## src/rtl/reset_source_sequencer_defs.vh

```
// Constants for the reset source sequencer: option byte layout, counts, cause codes.
// Assumes inclusion by bare name from design files under rtl/.
`ifndef RESET_SOURCE_SEQUENCER_DEFS_VH
`define RESET_SOURCE_SEQUENCER_DEFS_VH

// Option byte location and fields
`define OPT_BYTE_ADDR 16'hffff
`define OPT_BYTE_ERASED 8'hff
`define OPT_LVL0_DIS_BIT 5
`define OPT_LVL1_DIS_BIT 6

// Release count of slow oscillator cycles
`define RELEASE_COUNT 6'h20

// Clock select after reset: slow oscillator divided by 8
`define CLK_SEL_SLOW_DIV8 2'h1
`define CLK_DIV_AFTER_RESET 4'h8

// Pin-held reset minimum, ns, and cycles at 8 ns
`define PIN_LOW_MIN_NS 10000
`define CLK_PERIOD_NS 8
`define PIN_LOW_MIN_CYC ((`PIN_LOW_MIN_NS + `CLK_PERIOD_NS - 1) / `CLK_PERIOD_NS)

// Reset cause codes
`define CAUSE_NONE 3'h0
`define CAUSE_PIN 3'h1
`define CAUSE_POR 3'h2
`define CAUSE_LVL0 3'h3
`define CAUSE_LVL1 3'h4

`endif

```

## src/rtl/slow_osc_release_counter.v

```verilog
// Counts slow oscillator ticks after a reset source clears, then signals release.
// Assumes the tick is a one-cycle pulse synchronous to core_clk_i.
`timescale 1ns/1ps
`include "reset_source_sequencer_defs.vh"
module slow_osc_release_counter #(
   parameter COUNT_W = 6
) (
   // Clock and control
   input wire core_clk_i,
   input wire srst_i,
   input wire clk_en_i,
   // Hold and tick
   input wire hold_i,
   input wire slow_tick_i,
   // Release
   output wire done_o
);
   reg [COUNT_W-1:0] cnt_q;
   reg done_q;

   always @(posedge core_clk_i) begin
      if (srst_i) begin
         cnt_q <= {COUNT_W{1'b0}};
         done_q <= 1'b0;
      end else if (clk_en_i) begin
         // Hold restarts the count only while enabled, so a freeze keeps it
         if (hold_i) begin
            cnt_q <= {COUNT_W{1'b0}};
            done_q <= 1'b0;
         end else if (!done_q && slow_tick_i) begin
            // Release after 32 counts
            if (cnt_q == `RELEASE_COUNT - 6'h01) begin
               done_q <= 1'b1;
            end
            cnt_q <= cnt_q + {{(COUNT_W-1){1'b0}}, 1'b1};
         end
      end
   end

   assign done_o = done_q;
endmodule // slow_osc_release_counter

```

## src/rtl/reset_source_sequencer.v

```verilog
// Reset source combiner and release sequencer for a small controller.
// Assumes detector levels, pin and slow tick are synchronous to core_clk_i.
//
// Notes on behaviour
// - Pin held low resets pins, CPU and registers.
// - Pin rising releases reset and fetch starts at the reset vector.
// - Every reset selects slow oscillator divided by 8 as CPU clock.
// - Reset never clears RAM; write aborted by reset leaves RAM undefined.
// - Power-on: after supply reaches threshold, 32 slow ticks then release.
// - Level-0 monitor reset stays enabled after power-on reset.
// - Level-0 low supply resets; release after 32 ticks on recovery.
// - Option bit 5 at ffff disables level-0 reset; sampled on hardware reset.
// - Option bit 6 at ffff disables level-1 reset; sampled on hardware reset.
// - Option byte is not writable by the running program.
// - Erased option byte reads all ones.
// - Level-0 variant: supply at level-1 threshold resets and restarts.
// - Level-1 monitor reset on level-0 variant keeps some registers.
// - Level-1 variant: supply above level-1 threshold, 32 ticks, then release.
// - Listed ports are inputs with drivers off while pin is low.
`timescale 1ns/1ps
`include "reset_source_sequencer_defs.vh"
module reset_source_sequencer #(
   parameter PORT_W = 24,
   parameter VECTOR_W = 20,
   parameter LVL1_VARIANT = 0
) (
   // Clock and control
   input wire core_clk_i,
   input wire srst_i,
   input wire clk_en_i,
   // External reset pin, active low
   input wire ext_reset_n_i,
   // Supply detectors: high while supply is at or below threshold
   input wire por_low_i,
   input wire lvl0_low_i,
   input wire lvl1_low_i,
   // Slow oscillator tick
   input wire slow_tick_i,
   // Monitor control bits from configuration registers
   input wire lvl0_monitor_reset_en_i,
   input wire lvl0_monitor_mode_sel_i,
   input wire lvl0_detector_en_i,
   input wire lvl1_monitor_reset_en_i,
   input wire lvl1_monitor_mode_sel_i,
   input wire lvl1_detector_en_i,
   // Flash option byte as stored
   input wire [7:0] flash_opt_byte_i,
   input wire flash_erased_i,
   // Reset vector contents
   input wire [VECTOR_W-1:0] reset_vector_i,
   // Program write attempt to the option byte
   input wire cpu_wr_i,
   input wire [15:0] cpu_addr_i,
   // RAM write in progress
   input wire ram_wr_busy_i,
   // Reset outputs
   output wire core_reset_o,
   output wire sfr_full_reset_o,
   output wire [2:0] reset_cause_o,
   // CPU start
   output wire fetch_start_o,
   output wire [VECTOR_W-1:0] fetch_addr_o,
   // Clock select
   output wire [1:0] cpu_clk_sel_o,
   output wire [3:0] cpu_clk_div_o,
   // Port driver control
   output wire [PORT_W-1:0] port_oe_allow_o,
   // Option byte view and status
   output wire [7:0] option_config_byte_o,
   output wire ram_undefined_o,
   output wire opt_wr_blocked_o
);
   ////////////////////////////////////////////////////////////////////////
   // Option byte sampling
   reg [7:0] option_config_byte_q;
   reg opt_loaded_q;
   reg pin_low_q;
   wire [7:0] opt_src;
   wire lvl0_reset_disable_opt;
   wire lvl1_reset_disable_opt;

   // Erased block reads as all ones
   assign opt_src = flash_erased_i ? `OPT_BYTE_ERASED : flash_opt_byte_i;

   always @(posedge core_clk_i) begin
      if (srst_i) begin
         option_config_byte_q <= `OPT_BYTE_ERASED;
         opt_loaded_q <= 1'b0;
      end else if (clk_en_i) begin
         // Latched only during hardware or power-on reset
         if (!ext_reset_n_i || por_low_i || !opt_loaded_q) begin
            option_config_byte_q <= opt_src;
            opt_loaded_q <= 1'b1;
         end
      end
   end

   assign lvl0_reset_disable_opt = option_config_byte_q[`OPT_LVL0_DIS_BIT];
   assign lvl1_reset_disable_opt = option_config_byte_q[`OPT_LVL1_DIS_BIT];

   // Program writes never reach the option byte
   reg opt_wr_blocked_q;
   always @(posedge core_clk_i) begin
      if (srst_i) begin
         opt_wr_blocked_q <= 1'b0;
      end else if (clk_en_i) begin
         opt_wr_blocked_q <= cpu_wr_i && (cpu_addr_i == `OPT_BYTE_ADDR);
      end
   end

   ////////////////////////////////////////////////////////////////////////
   // Source qualification
   wire lvl0_armed;
   wire lvl1_armed;
   wire lvl0_src;
   wire lvl1_src;
   wire lvl1_warm;
   wire counted_hold;
   wire any_src;
   wire release_done;

   // Level-0 armed on level-0 variant only, by option and control bits
   assign lvl0_armed = (LVL1_VARIANT == 0) && !lvl0_reset_disable_opt &&
                       lvl0_monitor_reset_en_i && lvl0_monitor_mode_sel_i &&
                       lvl0_detector_en_i;
   // Level-1 armed by option and control bits
   assign lvl1_armed = !lvl1_reset_disable_opt && lvl1_monitor_reset_en_i &&
                       lvl1_monitor_mode_sel_i && lvl1_detector_en_i;

   assign lvl0_src = lvl0_armed && lvl0_low_i;
   assign lvl1_src = lvl1_armed && lvl1_low_i;

   // Level-1 on level-0 variant is a warm reset, no count
   assign lvl1_warm = (LVL1_VARIANT == 0) && lvl1_src;

   // Power-on, level-0 and level-1 variant monitor use the 32 count
   assign counted_hold = por_low_i || lvl0_src || ((LVL1_VARIANT != 0) && lvl1_src);

   slow_osc_release_counter #(
      .COUNT_W(6)
   ) u_release (
      .core_clk_i(core_clk_i),
      .srst_i(srst_i),
      .clk_en_i(clk_en_i),
      .hold_i(counted_hold),
      .slow_tick_i(slow_tick_i),
      .done_o(release_done)
   );

   // Any active source holds, release needs all clear
   assign any_src = !ext_reset_n_i || counted_hold || !release_done || lvl1_warm;

   ////////////////////////////////////////////////////////////////////////
   // Reset state and release
   reg reset_q;
   reg full_q;
   reg [2:0] cause_q;
   reg fetch_q;
   reg [VECTOR_W-1:0] fetch_addr_q;
   reg [1:0] clk_sel_q;
   reg [3:0] clk_div_q;
   reg ram_undef_q;

   always @(posedge core_clk_i) begin
      if (srst_i) begin
         reset_q <= 1'b1;
         full_q <= 1'b1;
         cause_q <= `CAUSE_POR;
         fetch_q <= 1'b0;
         fetch_addr_q <= {VECTOR_W{1'b0}};
         clk_sel_q <= `CLK_SEL_SLOW_DIV8;
         clk_div_q <= `CLK_DIV_AFTER_RESET;
         ram_undef_q <= 1'b0;
         pin_low_q <= 1'b0;
      end else if (clk_en_i) begin
         pin_low_q <= !ext_reset_n_i;
         fetch_q <= 1'b0;
         if (any_src) begin
            reset_q <= 1'b1;
            // Any full-reset source wins over warm
            if (!ext_reset_n_i || counted_hold) begin
               full_q <= 1'b1;
            end else if (!reset_q) begin
               full_q <= 1'b0;
            end
            if (!ext_reset_n_i) begin
               cause_q <= `CAUSE_PIN;
            end else if (por_low_i) begin
               cause_q <= `CAUSE_POR;
            end else if (lvl0_src) begin
               cause_q <= `CAUSE_LVL0;
            end else if (lvl1_src) begin
               cause_q <= `CAUSE_LVL1;
            end
            // Slow oscillator div 8 forced by hardware
            clk_sel_q <= `CLK_SEL_SLOW_DIV8;
            clk_div_q <= `CLK_DIV_AFTER_RESET;
            // RAM not cleared; interrupted write flagged undefined
            if (!reset_q && ram_wr_busy_i) begin
               ram_undef_q <= 1'b1;
            end
         end else if (reset_q) begin
            // Release starts fetch at reset vector
            reset_q <= 1'b0;
            fetch_q <= 1'b1;
            fetch_addr_q <= reset_vector_i;
         end
      end
   end

   ////////////////////////////////////////////////////////////////////////
   // Port drivers off while pin low or in reset
   genvar gi;
   generate
      for (gi = 0; gi < PORT_W; gi = gi + 1) begin : g_port
         assign port_oe_allow_o[gi] = !(reset_q || pin_low_q);
      end
   endgenerate

   // Pin low timing is the external party's job; no check here
   assign core_reset_o = reset_q;
   assign sfr_full_reset_o = reset_q && full_q;
   assign reset_cause_o = cause_q;
   assign fetch_start_o = fetch_q;
   assign fetch_addr_o = fetch_addr_q;
   assign cpu_clk_sel_o = clk_sel_q;
   assign cpu_clk_div_o = clk_div_q;
   assign option_config_byte_o = option_config_byte_q;
   assign ram_undefined_o = ram_undef_q;
   assign opt_wr_blocked_o = opt_wr_blocked_q;
endmodule // reset_source_sequencer

```

## config.mk

```make
export PLATFORM = sky130hd
export DESIGN_NAME = reset_source_sequencer
export DESIGN_NICKNAME = d
export VERILOG_FILES = /design/src/rtl/slow_osc_release_counter.v /design/src/rtl/reset_source_sequencer.v
export VERILOG_INCLUDE_DIRS = /design/src /design/src/rtl
export SDC_FILE = /design/constraint.sdc
export NUM_CORES = 1
export LEC_CHECK = 0
export BUFFER_PORTS_ARGS = -buffer_cell sky130_fd_sc_hd__buf_4
export CORE_MARGIN = 4
export CORE_UTILIZATION = 35
export DETAILED_ROUTE_END_ITERATION = 10
export GPL_TIMING_DRIVEN = 1
export PLACE_DENSITY_LB_ADDON = 0.2
export SLEW_MARGIN = 20
export SYNTH_ARGS = -nofsm -noshare
export SYNTH_HDL_FRONTEND = slang
export SYNTH_HIERARCHICAL = 1
export SYNTH_SLANG_ARGS = --single-unit
```

## constraint.sdc

```tcl
create_clock -name core_clk_i -period 4 [get_ports core_clk_i]
set_input_delay 0.2 -clock core_clk_i [delete_from_list [all_inputs] [get_ports core_clk_i]]
set_output_delay 0.2 -clock core_clk_i [all_outputs]
set_load 0.01 [all_outputs]
```

Word level (Yosys, flattened, before mapping)
Cells that the tools add are included.
{ "totals": {"register_bits": 45, "latchBits": 0, "mem_bits_rw": 0, "rom_bits": 0, "in_bits": 61, "output_inout_bits": 66, "elab_cells": 68, "memories": 0} }
{ "op_classes": {"addsub": 1, "mul": 0, "div_mod_pow": 0, "magnitude_cmp": 0, "eq_ne": 4, "n_shift": 0, "muxes": 15, "bitwise": 1, "reduce_logical": 35} }
{ "ops": {"columns": ["op", "count"], "rows": [
  ["$eq 16x16->1 const B", 1],
  ["$reduce_and 3->1", 5],
  ["$logic_and 1x1->1", 12],
  ["$mux 3", 4],
  ["$mux 6", 2],
  ["$mux 1", 8],
  ["$mux 8", 1],
  ["$logic_not 1->1", 7],
  ["$logic_or 1x1->1", 7],
  ["$add 6x1->6 const B", 1],
  ["$eq 6x5->1 const B", 1],
  ["$ne 4x1->1 const B", 1],
  ["$reduce_and 2->1", 2],
  ["$reduce_bool 2->1", 2],
  ["$ne 2x1->1 const B", 1],
  ["$not 1->1", 1]
]} }

Longest topological paths before layout
Gate-level depths: netlist (run 1).
{ "logic_depth": {"word_depth": 11, "ltp_mapped": 5, "ltp_nobuf": 5} }

Hierarchy
The synthesis (run 1) kept the hierarchy.
{ "modules_own_cells": {"columns": ["mod", "n_inst", "cells_per_inst", "area_each_um2", "seq_area_each_um2"], "rows": [
  ["reset_source_sequencer", 1, 210, 1790.5, 760.7],
  ["slow_osc_release_counter", 1, 34, 317.8, 140.1]
]} }

Least setup slack after synthesis (run 1)
Ideal clock, no wire load.
{ "synth_path": {"kind": "register to output", "from": "register reset_q (netlist: core_reset_o)", "to": "output port_oe_allow_o[10]", "arrival_ps": 1520, "required_ps": 3800, "path_slack_ps": 2280, "path_stages_with_launch": 3, "n_path_buf": 1, "cell_sequence": "dfxtp_1 -> nor2_1 -> buf_4"} }
{ "synth_between": {"elab_chain_len": 2} }
{ "synth_rtl": {"columns": ["item", "line_no", "rtl"], "rows": [
  ["start, declared", "reset_source_sequencer.v:155", "reg reset_q;"],
  ["start signal, assigned", "reset_source_sequencer.v:166", "reset_q <= 1'b1;"],
  ["start signal, assigned", "reset_source_sequencer.v:179", "reset_q <= 1'b1;"],
  ["start signal, assigned", "reset_source_sequencer.v:204", "reset_q <= 1'b0;"],
  ["$logic_or 1x1->1", null, null],
  ["$logic_not 1->1", null, null],
  ["end, declared", "reset_source_sequencer.v:67", "output wire [PORT_W-1:0] port_oe_allow_o,"]
]} }
No other way between the ends.

Final worst setup path (run 1)
{ "layout_path": {"from": "register reset_q (netlist: core_reset_o)", "to": "output port_oe_allow_o[19]"} }
{ "layout_between": {"elab_chain_len": 2} }
{ "layout_rtl": {"columns": ["item", "line_no", "rtl"], "rows": [
  ["$logic_or 1x1->1", "reset_source_sequencer.v:216", "assign port_oe_allow_o[gi] = !(reset_q || pin_low_q);"],
  ["$logic_not 1->1", "reset_source_sequencer.v:216", null]
]} }
No other way between the ends.

==> results of run 1 <==
metal layers:
layer | part of all wire [%] | vias to the layer above | track usage [%]
li1 | - | 983 | -
met1 | 41 | 849 | 16.25
met2 | 47 | 74 | 22.10
met3 | 11 | 2 | 5.956
met4 | 0.24 | 0 | 3.453
met5 | 0 | - | 0
cells by family after synthesis:
| kind of cell | count (synthesis) | synth area share [%] |
|---|---|---|
| xor gates and xnor gates | 5 | 2.077 |
| adders and majority gates | 1 | 0.5934 |
| buffers and inverters | 42 | 13.41 |
| AOI/OAI and AO/OA | 34 | 10.09 |
| DFF | 45 | 42.73 |
| muxes | 20 | 9.495 |
| and+or+nand+nor | 95 | 21.25 |
| other | 2 | 0.3562 |
cells in the mapped netlist (all sizes together) (2+ instances only):
master / instances
dfxtp: 45
nand2: 45
buf: 33
mux2i: 20
nor2: 19
o21ai: 15
nor3: 10
a21oi: 7
clkbuf: 6
nand4: 5
xor2: 5
a21o: 2
and2b: 2
and3: 2
and4: 2
conb: 2
inv: 2
nand3: 2
nand4b: 2
nor2b: 2
flip-flops by register name, indices dropped and copies added (netlist names):
name	cells
fetch_addr_o	20
option_config_byte_o	8
u_release/cnt_q	6
reset_cause_o	3
core_reset_o	1
fetch_start_o	1
full_q	1
opt_loaded_q	1
opt_wr_blocked_o	1
pin_low_q	1
ram_undefined_o	1
u_release/done_o	1
layout make-up:
class                           count  area share (%)
Multi-Input combinational cell    161           31.83
Clock buffer                        6           2.790
Timing Repair Buffer              122           30.94
Clock inverter                      2          0.4649
Sequential cell                    45           30.43
Tap cell                           75           3.170
Inverter                            3          0.3804
worst max-delay path, cell delays in order, from the launching register on:
cell and delay (ns):
dfxtp_1 0.38, nor2_2 0.62, buf_4 0.24
power breakdown:
| group | total (W) | leakage, nW | internal [W] | switching, W |
|---|---|---|---|---|
| registers | 0.000459 | 0.365 | 0.000455 | 0.00000452 |
| clock network | 0.000294 | 0.0512 | 0.000140 | 0.000154 |
| logic | 0.0000995 | 0.893 | 0.0000552 | 0.0000442 |
through the flow:
stage	total power, W	hold slack, ns	instance area, sq um	instances	setup slack, ns
floorplan	0.0005124	0.2691	2123	248	2.280
global placement	0.0005696	0.4205	2861	406	2.294
detailed placement	0.0005701	0.4227	2861	406	2.171
CTS	0.0008695	0.1064	2958	414	1.840
global route	0.0009022	0.1139	2960	414	2.070
finish	0.0008524	0.1189	2960	414	2.268
path summary, 6_finish.rpt:
| check | from | endpoint | slack (ns) | cells after the start |
|---|---|---|---|---|
| min reg2reg | fetch_addr_o[6] | fetch_addr_o[6] | 0.46 | 2 |
| min | ext_reset_n_i | pin_low_q | 0.12 | 2 |
| max | core_reset_o | port_oe_allow_o[19] | 2.27 | 2 |
| max reg2reg | option_config_byte_o[5] | u_release/done_o | 2.39 | 4 |
==> flow_summary_export.csv, run 1 <==
group,metric,value,unit
run_status,status,"completed",
synth,yosys_warnings,6,
layout,layout_common_cells,"buf_4, nand2_1, dfxtp_1",
clock_tree,htree_levels,2,
global_routing,grt_pass1_vias,1802,
critical_path,cp.arrival,1.53,ns
synth,yosysSeqAreaShare,42.73,%
detailed_routing,vias,1908,
floorplanning,io_pins,127,
synth,synth_edf_count,0,
detailed_routing,drt_wl_total,5.043,mm
synth,post-synth-top-area-fraction,42.73,%
synth,yosysTopAreaCell,"dfxtp_1",
timing,timing.final.crit_share,43.30,%
floorplanning,placementRows,28,
power,p_leak,1.309,nW
power,powerDensity,288.0,mW/mm^2
clock_tree,cts_tree,"built",
detailed_routing,drc_errors,0,
layout,diodes,0,
clock_tree,hold_buffers,0,
layout,drive_gt1_share,39.82,%
floorplanning,die_x,85.61,um
timing,grt_setup_unrepaired,"no",
layout,area_growth,40.42,%
clock_tree,cts_buffers,5,
synth,synth_flop_cell,"dfxtp_1",
timing,clock_skew,0.005085,ns
critical_path,path_class,"flip-flop to output port",
clock_tree,root_buffer,"clkbuf_8",
synth,syn_area_per_cell,8.640,sq um
placement,gp_congestion,0.7538,
floorplanning,die_area,0.007329,sq mm
timing,max_clock_freq,577.3,MHz
placement,port_buffers,120,
layout,multi_input_area,942.2,sq um
global_routing,overflow,0,
synth,synth-async-reset-ratio,0,%
job,drv_cap,0,
critical_path,critPathLaunchType,"flip-flop",
clock_tree,insertion_delay,0.29,ns
global_routing,grt_pass1_wl,8.093,mm
floorplanning,fp.dieH,85.61,um
synth,synth-seq-cells,45,
critical_path,worst-path-max-fanout,24,
timing,fin_crit,1.732,ns
timing,maxSlewViolCount,0,
detailed_routing,wl_per_cell,12.18,um
layout,ff_latch_area,900.9,sq um
timing,hold_viol_final,0,
clock_tree,cts-resized-gates,0,
timing,setup_violations,0,
global_routing,track_usage,13.51,%
timing,worst_pin_slew,0.7409,ns
layout,post-route-util,50.30,%
synth,synthTopCellsByArea,"dfxtp_1, buf_4, mux2i_1",
power,ir_drop,172.6,uV
layout,nNetsFinal,400,
detailed_routing,ant_nets,0,
global_routing,grt_max_degree,52,
detailed_routing,firstDrtPassIters,4,
critical_path,cp_data_required_time,3.80,ns
floorplanning,start_util,35.82,%
clock_tree,ctsLongestPathBuffers,2,
floorplanning,core_area,0.005886,sq mm
layout,final_common_cell,"buf_4",
timing,setup_tns,0,ns
timing,slew_headroom,50.55,%
clock_tree,clkTransAtPathRegs,0.08,ns
synth,synth_cell_types,44,
clock_tree,post-cts-setup-buffers,0,
layout,nFillCells,575,
min_path,holdCritPathClass,"input port to flip-flop",
critical_path,endpoint_kind,"output port",
detailed_routing,via_per_inst,4.609,
detailed_routing,first_iter_violations,53,
placement,dp_hpwl,3.853,mm
synth,netlist_instances,244,
clock_tree,cts.sinks,45,
synth,netlist_area,0.002108,sq mm
global_routing,antenna_found_initial,0,
No activity file was read; power rests on OpenSTA's default activity.
==> run 2, diff against run 1 <==
--- a/config.mk
+++ b/config.mk
@@ -6,6 +6,7 @@
 export SDC_FILE = /design/constraint.sdc
 export NUM_CORES = 1
 export LEC_CHECK = 0
+export ABC_AREA = 1
 export BUFFER_PORTS_ARGS = -buffer_cell sky130_fd_sc_hd__buf_4
 export CORE_MARGIN = 4
 export CORE_UTILIZATION = 35
==> constraint.sdc (replaced) <==
create_clock -name core_clk_i -period 1.8 [get_ports core_clk_i]
set_input_delay 0.09 -clock core_clk_i [delete_from_list [all_inputs] [get_ports core_clk_i]]
set_output_delay 0.09 -clock core_clk_i [all_outputs]
set_load 0.01 [all_outputs]
==> flow_summary_export.csv, run 2 <==
group,metric,value,unit
floorplanning,fp.dieH,89.22,um
global_routing,grt_max_degree,25,
timing,slew_headroom,63.24,%
global_routing,grt_pass1_wl,8.756,mm
timing,fin_ws,0.3661,ns
timing,fin_crit,1.434,ns
layout,drive_gt1_share,34.57,%
global_routing,grt_pass1_vias,2036,
clock_tree,htree_levels,2,
detailed_routing,drc_errors,0,
detailed_routing,first_iter_violations,60,
synth,yosysSeqAreaShare,39.02,%
layout,diodes,0,
placement,dp_hpwl,4.541,mm
synth,post-synth-top-area-fraction,39.02,%
min_path,holdCritPathClass,"input port to flip-flop",
timing,timing.final.crit_share,79.66,%
layout,nNetsFinal,492,
clock_tree,root_buffer,"clkbuf_8",
critical_path,endpoint_kind,"flip-flop",
detailed_routing,vias,2246,
placement,gp_congestion,0.7836,
clock_tree,insertion_delay,0.30,ns
critical_path,cp-startpoint,"option_config_byte_o[6]",
timing,setup_tns,0,ns
run_status,status,"completed",
clock_tree,cts_buffers,5,
job,drv_cap,0,
min_path,min_from,"flash_opt_byte_i[1]",
timing,worst_pin_slew,0.5507,ns
synth,synth-async-reset-ratio,0,%
detailed_routing,firstDrtPassIters,4,
detailed_routing,ant_nets,0,
timing,grt_setup_unrepaired,"no",
floorplanning,placementRows,29,
critical_path,r2r_start,"option_config_byte_o[6]",
synth,synth_edf_count,0,
layout,ff_latch_area,900.9,sq um
detailed_routing,drt_wl_total,5.639,mm
floorplanning,io_pins,127,
placement,place_ws,0.3656,ns
critical_path,cp.arrival,1.63,ns
layout,layout_common_cells,"buf_4, nor2_1, nand2_1",
global_routing,antenna_found_initial,0,
power,p_total,0.002278,W
synth,synthTopCellsByArea,"dfxtp_1, nor2_1, buf_4",
power,powerDensity,707.9,mW/mm^2
layout,largest_register_ffs,20,
critical_path,path_class,"flip-flop to flip-flop",
layout,multi_input_area,955.9,sq um
floorplanning,start_util,36.15,%
layout,final_common_cell,"buf_4",
timing,setup_violations,0,
critical_path,r2r_slack,0.37,ns
timing,hold_viol_final,0,
power,p_leak,1.644,nW
clock_tree,post-cts-setup-buffers,0,
synth,netlist_area,0.002308,sq mm
synth,synth_cell_types,29,
clock_tree,cts_tree,"built",
synth,synth-seq-cells,45,
floorplanning,die_area,0.007959,sq mm
clock_tree,cts-resized-gates,0,
global_routing,track_usage,13.85,%
timing,max_clock_freq,697.4,MHz
synth,yosysTopAreaCell,"dfxtp_1",
timing,clock_skew,0.005469,ns
critical_path,worst-path-max-fanout,22,
layout,area_growth,39.40,%
synth,yosys_warnings,6,
floorplanning,core_area,0.006386,sq mm
synth,netlist_instances,333,
critical_path,cp_data_required_time,2.00,ns
layout,post-route-util,50.39,%
timing,maxSlewViolCount,0,
detailed_routing,via_per_inst,4.421,
clock_tree,ctsLongestPathBuffers,2,
floorplanning,die_x,89.22,um
synth,syn_area_per_cell,6.932,sq um
clock_tree,hold_buffers,0,
clock_tree,cts.sinks,45,
power,ir_drop,357.6,uV
placement,port_buffers,120,
critical_path,critPathLaunchType,"flip-flop",
global_routing,overflow,0,
synth,synth_top_cells_by_count,"nor2_1, nand2_1, dfxtp_1",
clock_tree,clkTransAtPathRegs,0.08,ns
detailed_routing,wl_per_cell,11.10,um
synth,synth_flop_cell,"dfxtp_1",
layout,nFillCells,677,
synth,synth_most_common_cell,"nor2_1",
## run 2: area by class of cell
| cell class | count | share of cell area, % |
|---|---|---|
| Timing Repair Buffer | 127 | 30.02 |
| Multi-Input combinational cell | 207 | 29.70 |
| Sequential cell | 45 | 27.99 |
| Inverter | 44 | 5.132 |
| Tap cell | 77 | 2.994 |
| Clock buffer | 5 | 2.138 |
| Clock inverter | 3 | 2.022 |
## run 2: routing by layer
layer / track usage [%] / vias up / part of all wire [%]
li1: - / 1187 / -
met1: 16.25 / 973 / 41
met2: 23.98 / 79 / 48
met3: 4.332 / 7 / 9.5
met4: 4.465 / 0 / 1.1
met5: 0 / - / 0
## run 2: report_power, final
group	switching (W)	leakage (nW)	internal [W]
logic	0.000168	1.21	0.000184
registers	0.0000162	0.366	0.00102
clock network	0.000338	0.0681	0.000551
## run 2: critical path, cell delays in order (launching register included)
cell and delay [ns]:
dfxtp_1 0.35, inv_2 0.05, nand2_2 0.04, nor2_1 0.05, inv_1 0.08, nand2_1 0.09, nor2_4 0.39, nand3_1 0.13
nand2_1 0.09, nor2_1 0.04
## run 2: final timing paths
kind                                                end  cells after the start
worst max-delay path                   fetch_addr_o[16]                      9
worst min-delay path            option_config_byte_o[1]                      3
worst max register to register         fetch_addr_o[16]                      9
worst min register to register          ram_undefined_o                      2
## run 2: cells by family after synthesis
group / after synthesis / share of synthesized area (%)
AO/OA/AOI/OAI: 29 / 6.992
buffers and inverters: 85 / 20.22
other: 2 / 0.3253
AND/OR/NAND/NOR: 171 / 32.90
flip-flops: 45 / 39.02
adder cells (fa/ha/maj): 1 / 0.5419
## run 2: stage by stage
| stage | std cells | hold WS (ns) | cell area, sq um |
|---|---|---|---|
| global route | 508 | 0.02734 | 3218 |
| floorplan | 337 | 0.1591 | 2323 |
| global placement | 500 | 0.3276 | 3084 |
| CTS | 508 | 0.01265 | 3218 |
| finish | 508 | 0.01900 | 3218 |
| detailed placement | 500 | 0.3280 | 3084 |
